`src/fit_pkg.sv`:
```
package fit_pkg;
  // counter width
  localparam int FIT_CW = 32;
  // mode codes
  localparam logic [3:0] FIT_M_EVENT = 4'h1;
  localparam logic [3:0] FIT_M_PERIOD = 4'h2;
  localparam logic [3:0] FIT_M_WIDTH = 4'h3;
  localparam logic [3:0] FIT_M_SGATED = 4'h4;
  localparam logic [3:0] FIT_M_STRIG = 4'h5;
  localparam logic [3:0] FIT_M_RETRIG = 4'h6;
  localparam logic [3:0] FIT_M_CTRIG = 4'h7;
  localparam logic [3:0] FIT_M_CGATED = 4'h8;
  // reset value and unit step
  localparam logic [31:0] FIT_ZERO = 32'h00000000;
  localparam logic [31:0] FIT_ONE = 32'h00000001;
  // internal count clock rate and time base
  localparam int FIT_MCLK_MHZ = 100;
  localparam int FIT_INT_MHZ = 80;
  // operating states, gray order along the usual path
  typedef enum logic [2:0] {
    FIT_ST_IDLE = 3'b000,
    FIT_ST_ARM = 3'b001,
    FIT_ST_RUN = 3'b011,
    FIT_ST_PULSE = 3'b010,
    FIT_ST_DONE = 3'b110
  } fit_state_e;
endpackage : fit_pkg

```
`src/fit_edge_if.sv`:
```
`timescale 1ns/100ps
// qualified input events passed from the conditioner to the core
interface fit_edge_if;
  logic clk_evt;
  logic gate_lvl;
  logic gate_rise;
  logic gate_fall;
  logic dir_up;
  modport src (output clk_evt, gate_lvl, gate_rise, gate_fall, dir_up);
  modport dst (input clk_evt, gate_lvl, gate_rise, gate_fall, dir_up);
endinterface : fit_edge_if

```
`src/fit_cond.sv`:
```
`timescale 1ns/100ps
// synchronises pins, applies polarity and source selection, finds edges
module fit_cond
  import fit_pkg::*;
(
  // clock and reset
  input wire logic mclk,
  input wire logic arst_n,
  // raw pins
  input wire logic clk_pin,
  input wire logic gate_pin,
  input wire logic dir_pin,
  // configuration
  input wire logic clk_ext_sel,
  input wire logic clk_inv,
  input wire logic gate_sw_sel,
  input wire logic gate_sw_lvl,
  input wire logic gate_inv,
  input wire logic dir_sw_sel,
  input wire logic dir_sw_up,
  input wire logic dir_inv,
  // events out
  fit_edge_if.src ev
);
  // two-stage synchronisers for the three pins
  logic [2:0] s1_r, s1_nxt, s2_r, s2_nxt;
  // previous qualified levels for edge finding
  logic clk_q_r, clk_q_nxt, gate_q_r, gate_q_nxt;
  // internal time base phase accumulator
  logic [7:0] acc_r, acc_nxt;
  logic tick;
  logic clk_lvl, gate_lvl;

  // next state of synchronisers, accumulator and edge history
  always_comb
  begin
    s1_nxt = {dir_pin, gate_pin, clk_pin};
    s2_nxt = s1_r;
    // internal clock: 80 ticks per 100 mclk cycles
    if ({1'b0, acc_r} + 9'(FIT_INT_MHZ) >= 9'(FIT_MCLK_MHZ))
    begin
      acc_nxt = 8'(acc_r + 8'(FIT_INT_MHZ) - 8'(FIT_MCLK_MHZ));
      tick = 1'b1;
    end
    else
    begin
      acc_nxt = 8'(acc_r + 8'(FIT_INT_MHZ));
      tick = 1'b0;
    end
    clk_lvl = s2_r[0] ^ clk_inv;
    gate_lvl = gate_sw_sel ? gate_sw_lvl : (s2_r[1] ^ gate_inv);
    clk_q_nxt = clk_lvl;
    gate_q_nxt = gate_lvl;
  end

  // registers
  always_ff @(posedge mclk or negedge arst_n)
  begin
    if (!arst_n)
    begin
      s1_r <= 3'h0;
      s2_r <= 3'h0;
      clk_q_r <= 1'b0;
      gate_q_r <= 1'b0;
      acc_r <= 8'h00;
    end
    else
    begin
      s1_r <= s1_nxt;
      s2_r <= s2_nxt;
      clk_q_r <= clk_q_nxt;
      gate_q_r <= gate_q_nxt;
      acc_r <= acc_nxt;
    end
  end

  assign ev.clk_evt = clk_ext_sel ? (clk_lvl & ~clk_q_r) : tick;
  assign ev.gate_lvl = gate_lvl;
  assign ev.gate_rise = gate_lvl & ~gate_q_r;
  assign ev.gate_fall = ~gate_lvl & gate_q_r;
  assign ev.dir_up = dir_sw_sel ? dir_sw_up : (s2_r[2] ^ dir_inv);
endmodule : fit_cond

```
`src/fit_top.sv`:
```
`timescale 1ns/100ps
module fit_top
  import fit_pkg::*;
(
  // clock and reset
  input wire logic mclk,
  input wire logic arst_n,
  // static digital pins
  input wire logic static_in_0,
  input wire logic static_in_1,
  input wire logic static_in_2,
  input wire logic static_in_3,
  output logic static_out_0,
  output logic static_out_1,
  // software static io
  input wire logic [1:0] sw_static_out,
  output logic [3:0] sw_static_in,
  // timer mode of the output pins
  input wire logic tc_out_en,
  // source and polarity selects
  input wire logic clk_ext_sel,
  input wire logic clk_inv,
  input wire logic gate_sw_sel,
  input wire logic gate_sw_lvl,
  input wire logic gate_inv,
  input wire logic dir_sw_sel,
  input wire logic dir_sw_up,
  input wire logic dir_inv,
  input wire logic out_inv,
  // mode and counts
  input wire logic [3:0] mode,
  input wire logic [31:0] init_count,
  input wire logic [31:0] delay_count,
  input wire logic [31:0] width_count,
  // commands, one-cycle pulses
  input wire logic sw_start,
  input wire logic sw_reset,
  // status
  output logic [31:0] count_value,
  output logic tc_done,
  output logic tc_running
);
  fit_edge_if ev ();

  // pins 0..2 feed the timer inputs
  fit_cond u_cond (
    .mclk(mclk),
    .arst_n(arst_n),
    .clk_pin(static_in_0),
    .gate_pin(static_in_2),
    .dir_pin(static_in_1),
    .clk_ext_sel(clk_ext_sel),
    .clk_inv(clk_inv),
    .gate_sw_sel(gate_sw_sel),
    .gate_sw_lvl(gate_sw_lvl),
    .gate_inv(gate_inv),
    .dir_sw_sel(dir_sw_sel),
    .dir_sw_up(dir_sw_up),
    .dir_inv(dir_inv),
    .ev(ev)
  );

  // step the count by one in the chosen direction
  function automatic logic [FIT_CW-1:0] fit_step(
    input logic [FIT_CW-1:0] v, input logic up);
    fit_step = up ? FIT_CW'(v + FIT_ONE) : FIT_CW'(v - FIT_ONE);
  endfunction : fit_step

  // state of the counter engine
  fit_state_e st_r, st_nxt;
  logic [3:0] mode_r, mode_nxt;          // latched mode
  logic [31:0] cnt_r, cnt_nxt;           // the count
  logic [31:0] init_r, init_nxt;         // latched initial count
  logic [31:0] dly_r, dly_nxt;           // latched delay
  logic [31:0] wid_r, wid_nxt;           // latched width
  logic [31:0] ph_r, ph_nxt;             // phase counter for pulses
  logic pulse_r, pulse_nxt;              // raw output level
  logic done_r, done_nxt;                // measurement complete
  logic [1:0] so_r, so_nxt;              // static outputs
  logic [3:0] si_r, si_nxt;              // sampled static inputs
  logic [31:0] cv_r, cv_nxt;             // readable count copy
  logic o0_r, o0_nxt, o1_r, o1_nxt;
  logic gen_mode, cont_mode;

  // next values of the engine
  always_comb
  begin
    st_nxt = st_r;
    mode_nxt = mode_r;
    cnt_nxt = cnt_r;
    init_nxt = init_r;
    dly_nxt = dly_r;
    wid_nxt = wid_r;
    ph_nxt = ph_r;
    pulse_nxt = pulse_r;
    done_nxt = done_r;
    gen_mode = (mode_r >= FIT_M_SGATED);
    cont_mode = (mode_r == FIT_M_CTRIG) || (mode_r == FIT_M_CGATED);
    if (sw_reset)
    begin
      st_nxt = FIT_ST_IDLE;
      cnt_nxt = init_r;
      ph_nxt = FIT_ZERO;
      pulse_nxt = 1'b0;
      done_nxt = 1'b0;
    end
    else if (sw_start)
    begin
      mode_nxt = mode;
      init_nxt = init_count;
      dly_nxt = delay_count;
      wid_nxt = width_count;
      cnt_nxt = init_count;
      ph_nxt = FIT_ZERO;
      pulse_nxt = 1'b0;
      done_nxt = 1'b0;
      st_nxt = FIT_ST_ARM;
    end
    else
    begin
      unique case (st_r)
        FIT_ST_IDLE, FIT_ST_DONE:
        begin
        end
        FIT_ST_ARM:
        begin
          unique case (mode_r)
            FIT_M_PERIOD:
              if (ev.gate_rise)
                st_nxt = FIT_ST_RUN;
            FIT_M_WIDTH:
              if (ev.gate_lvl)
                st_nxt = FIT_ST_RUN;
            FIT_M_STRIG, FIT_M_RETRIG, FIT_M_CTRIG:
              if (ev.gate_rise)
                st_nxt = FIT_ST_RUN;
            default:
              st_nxt = FIT_ST_RUN;
          endcase
        end
        FIT_ST_RUN, FIT_ST_PULSE:
        begin
          unique case (mode_r)
            FIT_M_PERIOD:
            begin
              if (ev.gate_rise)
              begin
                done_nxt = 1'b1;
                pulse_nxt = 1'b1;
                st_nxt = FIT_ST_DONE;
              end
              else if (ev.clk_evt)
                cnt_nxt = fit_step(cnt_r, ev.dir_up);
            end
            FIT_M_WIDTH:
            begin
              if (!ev.gate_lvl)
              begin
                done_nxt = 1'b1;
                pulse_nxt = 1'b1;
                st_nxt = FIT_ST_DONE;
              end
              else if (ev.clk_evt)
                cnt_nxt = fit_step(cnt_r, ev.dir_up);
            end
            FIT_M_EVENT:
              if (ev.clk_evt && ev.gate_lvl)
                cnt_nxt = fit_step(cnt_r, ev.dir_up);
            default:
            begin
              if (ev.clk_evt && (ev.gate_lvl ||
                  !(mode_r == FIT_M_SGATED || mode_r == FIT_M_CGATED)))
              begin
                cnt_nxt = fit_step(cnt_r, ev.dir_up);
                ph_nxt = FIT_CW'(ph_r + FIT_ONE);
                if (st_r == FIT_ST_RUN && ph_r + FIT_ONE >= dly_r)
                begin
                  st_nxt = FIT_ST_PULSE;
                  pulse_nxt = 1'b1;
                  ph_nxt = FIT_ZERO;
                end
                else if (st_r == FIT_ST_PULSE && ph_r + FIT_ONE >= wid_r)
                begin
                  pulse_nxt = 1'b0;
                  ph_nxt = FIT_ZERO;
                  if (cont_mode)
                    st_nxt = FIT_ST_RUN;
                  else if (mode_r == FIT_M_RETRIG)
                    st_nxt = FIT_ST_ARM;
                  else
                    st_nxt = FIT_ST_DONE;
                end
              end
            end
          endcase
          if (!gen_mode && st_r == FIT_ST_PULSE)
            st_nxt = FIT_ST_DONE;
        end
        default:
          st_nxt = FIT_ST_IDLE;
      endcase
    end
    so_nxt = sw_static_out;
    si_nxt = {static_in_3, static_in_2, static_in_1, static_in_0};
    cv_nxt = cnt_nxt;
    o0_nxt = tc_out_en ? (pulse_nxt ^ out_inv) : so_nxt[0];
    o1_nxt = tc_out_en ? (done_nxt ^ out_inv) : so_nxt[1];
  end

  // registers
  always_ff @(posedge mclk or negedge arst_n)
  begin
    if (!arst_n)
    begin
      st_r <= FIT_ST_IDLE;
      mode_r <= FIT_M_EVENT;
      cnt_r <= FIT_ZERO;
      init_r <= FIT_ZERO;
      dly_r <= FIT_ZERO;
      wid_r <= FIT_ZERO;
      ph_r <= FIT_ZERO;
      pulse_r <= 1'b0;
      done_r <= 1'b0;
      so_r <= 2'h0;
      si_r <= 4'h0;
      cv_r <= FIT_ZERO;
      o0_r <= 1'b0;
      o1_r <= 1'b0;
    end
    else
    begin
      st_r <= st_nxt;
      mode_r <= mode_nxt;
      cnt_r <= cnt_nxt;
      init_r <= init_nxt;
      dly_r <= dly_nxt;
      wid_r <= wid_nxt;
      ph_r <= ph_nxt;
      pulse_r <= pulse_nxt;
      done_r <= done_nxt;
      so_r <= so_nxt;
      si_r <= si_nxt;
      cv_r <= cv_nxt;
      o0_r <= o0_nxt;
      o1_r <= o1_nxt;
    end
  end

  // outputs straight from flops, except tc_running, which is decoded from st_r
  assign static_out_0 = o0_r;
  assign static_out_1 = o1_r;
  assign sw_static_in = si_r;
  assign count_value = cv_r;
  assign tc_done = done_r;
  assign tc_running = (st_r != FIT_ST_IDLE) && (st_r != FIT_ST_DONE);
endmodule : fit_top

```
`config.mk`:
```
export PLATFORM = sky130hd
export DESIGN_NAME = fit_top
export DESIGN_NICKNAME = d
export VERILOG_FILES = /design/src/fit_pkg.sv /design/src/fit_edge_if.sv /design/src/fit_cond.sv /design/src/fit_top.sv
export SDC_FILE = /design/constraint.sdc
export NUM_CORES = 1
export LEC_CHECK = 0
export ABC_CLOCK_PERIOD_IN_PS = 4900
export BUFFER_PORTS_ARGS = -buffer_cell sky130_fd_sc_hd__buf_2
export CAP_MARGIN = 20
export CORE_AREA = 2 2 145 147
export CTS_CLUSTER_DIAMETER = 50
export DETAILED_ROUTE_END_ITERATION = 7
export DIE_AREA = 0 0 147 149
export GPL_TIMING_DRIVEN = 0
export PLACE_DENSITY = 0.81
export SYNTH_ARGS = -nofsm -noshare
export SYNTH_HDL_FRONTEND = slang
export SYNTH_SLANG_ARGS = --single-unit
export TNS_END_PERCENT = 50
```
`constraint.sdc`:
```
create_clock -name mclk -period 4.9 [get_ports mclk]
set_clock_uncertainty 0.05 [all_clocks]
set_input_delay 0.735 -clock mclk [delete_from_list [all_inputs] [get_ports mclk]]
set_output_delay 0.735 -clock mclk [all_outputs]
set_load 0.005 [all_outputs]
```
==> results_dict.tcl <==
set metrics [dict create \
    status "complete, no violations" \
    yosysWarnings 0 \
    syn_area_um2 11800 \
    final_net_count 1789 \
    edff_count_synth 0 \
    initial_core_util_pct 57.5 \
    timing.rr.start "ph_r[1]" \
    worst-setup-path-type "register to register" \
    seq_area_um2 4660 \
    grt_start_max_net_pins 121 \
    ant_nets 0 \
    yosys-top-cells-area "dfrtp_1 (39%), ha_1 (11%), nand2_1 (9.3%)" \
    slowest_stage_delay_on_critical_path_ns 0.45 \
    detailed_place_hpwl_um 23400 \
    worst-slew-pin-transition_ns 0.870 \
    drtPass1Iterations 5 \
    routedWlPerCell_um 17.4 \
    grt_antenna_before_repair 2 \
    synth_seq_cells 186 \
    finalMaxSlewViolations 0 \
    floorplan.core_area_um2 20600 \
    path_clk_slew_ns 0.07 \
    yosysUniqueCellTypes 82 \
    filler_cell_count_in_the_final_layout 1711 \
    total_clock_buffers_created_by_cts 17 \
    final_common_cell "nand2_1" \
    globalRouteTotalUtil_pct 30.2 \
    worstSkewPairLatency_ns 0.44 \
    timing.fmax_ghz 0.218 \
    synth-seq-area-share_pct 39.4 \
    cts.sinks 186 \
    synth_top_area_share_pct 39.2 \
    die_width_um 147 \
    worstPathBufferInverterCount 3 \
    final.setup.tns_ns 0 \
    vdd_drop_max_v 0.000233 \
    wire_length_of_the_first_global_routing_pass_um 53000 \
    r2r_slack_ns 0.32 \
    layout-drive-gt1-share_pct 15.1 \
    drv_cap 0 \
    nets_in_the_synthesized_netlist 1607 \
    place_congestion 0.925 \
    timing.critical_path.to_type "register" \
    hp-class "input pin to asynchronous set/reset pin" \
    timing.critical_path.max_delay_family "compound AO/OA/AOI/OAI gates" \
    number_of_global_route_vias_before_repair 10700 \
    final_cell_mix "nand2_1 (293), dfrtp_1 (184), buf_2 (168)" \
    crit_path_top_delay_cell "a21oi_1" \
    fp-row-count 53 \
    via_count 10800 \
    chipHeight_um 149 \
    timing.critical_path.from_type "register" \
    worstSetupStartpoint "ph_r[1]" \
    regToRegEndpoint "ph_r[2]" \
    final_critical_period_ns 4.58 \
    crit_arrival_ns 4.91 \
    r2r.worst_path.cells 17 \
    h-tree-depth 4 \
    cp_data_required_time_ns 5.23 \
    post-route-drc-count 0 \
    whs_ns 0.295 \
    port-buffer-count 158 \
    wirelength_um 32300 \
    report.final.hold_viol_count 0 \
    crit_cells 17 \
    drt_iter0_markers 797 \
    layout-area-overhead-vs-synth_pct 16.2 \
    max-slew-margin-rel_pct 42.0 \
    ioPinCount 160 \
    clock_path_buffers 2 \
    report.final.setup_viol 0 \
    multiInputGateArea_um2 6600 \
    power.static_leakage_uw 0.00679 \
    ordered_list_of_cells_on_the_worst_path "ha_2 > nand3_1 > or2_1 > clkbuf_1 > nor2_4 > buf_4 > nand3_1 > xnor2_1 > ha_1 > o2111a_1 > a221oi_1 > o21ai_0 > a21oi_1 > o2111ai_2 > buf_4 > o21ai_0 > a21o_1" \
    critical_path.max_fanout 10 \
    grt.overflow.total 0 \
    synth_top_area_cell "dfrtp_1" \
    synth-async-reset-ratio_pct 100 \
    synth_area_per_cell_um2 8.53 \
    dieArea_um2 21900 \
    yosys_most_used_dff "dfrtp_1" \
    min_period_over_period_pct 93.5 \
    cts_tree "built" \
    synthCells 1386 \
    report.power.total_uw 4530 \
    clock_tree.root_cell "clkbuf_16" \
    cellPowerDensity_nw_per_um2 330 \
    post_drt_via_cell_ratio 5.82 \
]
## layout make-up
type,instances,share of cell area (%)
Timing Repair Buffer,163,6.49
Clock inverter,10,1.19
Tap cell,275,2.51
Inverter,99,2.71
Clock buffer,21,3.35
Multi-Input combinational cell,1044,48.1
Sequential cell,186,33.9
Buffer,57,1.70
Antenna cell,2,0.0364
## synthesized netlist by cell type, drive strengths merged, types with 4 or more instances
library cell / number
nand2b: 32
o2111ai: 4
a221oi: 4
nor3: 16
nor3b: 4
o31ai: 9
nor2: 70
o21bai: 5
xnor2: 38
a21o: 21
clkbuf: 44
o21a: 15
a21oi: 69
a2111oi: 4
and4: 6
nor4: 9
and3: 10
o211ai: 17
inv: 99
a31oi: 12
o311ai: 4
o221ai: 6
nand3: 23
dfrtp: 185
o21ai: 138
xor2: 18
o22ai: 10
a22o: 4
a211oi: 12
buf: 13
nor2b: 15
nand2: 293
ha: 100
or3: 8
nand4: 15
## flip-flops by register name, summed over array words and instances (netlist names), 2 cells and up
register / cells
count_value: 32
dly_r: 32
init_r: 32
mode_r: 4
ph_r: 32
st_r: 3
sw_static_in: 2
u_cond.acc_r: 6
u_cond.s1_r: 2
u_cond.s2_r: 3
wid_r: 32
## metal layers
layer | part of all wire [%] | vias to the layer above | wire, µm | GRT usage (%)
met3 | 6.6 | 75 | 2140 | 5.54
met5 | 0 | - | 0 | 0
met2 | 49 | 388 | 15800 | 51.6
met4 | 2.9 | 0 | 931 | 11.6
met1 | 42 | 5149 | 13400 | 38.5
li1 | - | 5190 | - | -
## where the power goes
part           internal (µW)  switching [µW]
sequential              1690            96.9
clock                    883             622
combinational            494             743
## worst max-delay path by stage
stage	endpoint	slack (ns)
after floorplan	count_value[24]	0.27
after global placement	count_value[28]	-1.13
after detailed placement	ph_r[27]	-0.08
after CTS	ph_r[2]	0.01
after global routing	ph_r[2]	-0.02
final	ph_r[2]	0.32
## through the flow
stage	worst slack [ns]	cell area (µm²)	std cells	util, %
final	0.318	13700	1857	66.8
after global routing	-0.0235	13700	1855	66.8
after CTS	0.0140	13700	1853	66.5
after detailed placement	-0.0801	13000	1822	63.5
after global placement	-1.13	13000	1819	63.0
after floorplan	0.267	11800	1386	-
## cell families after synthesis
logic type | after synthesis | synth area share [%]
and+or+nand+nor | 516 | 20.1
AOI/OAI and AO/OA | 367 | 20.1
DFF | 186 | 39.4
buffers and inverters | 156 | 5.08
adders and majority gates | 101 | 10.8
xor gates and xnor gates | 56 | 4.15
muxes | 4 | 0.381
## repair_timing
action / in CTS / in global routing
resized for setup: 3 / 8
hold buffers: 0 / 0
pin swaps: 0 / 2
buffers inserted: 0 / 2
hold endpoints to repair: 0 / 0
setup endpoints to repair: 28 / 37
Power figures use the tool's default switching activity.
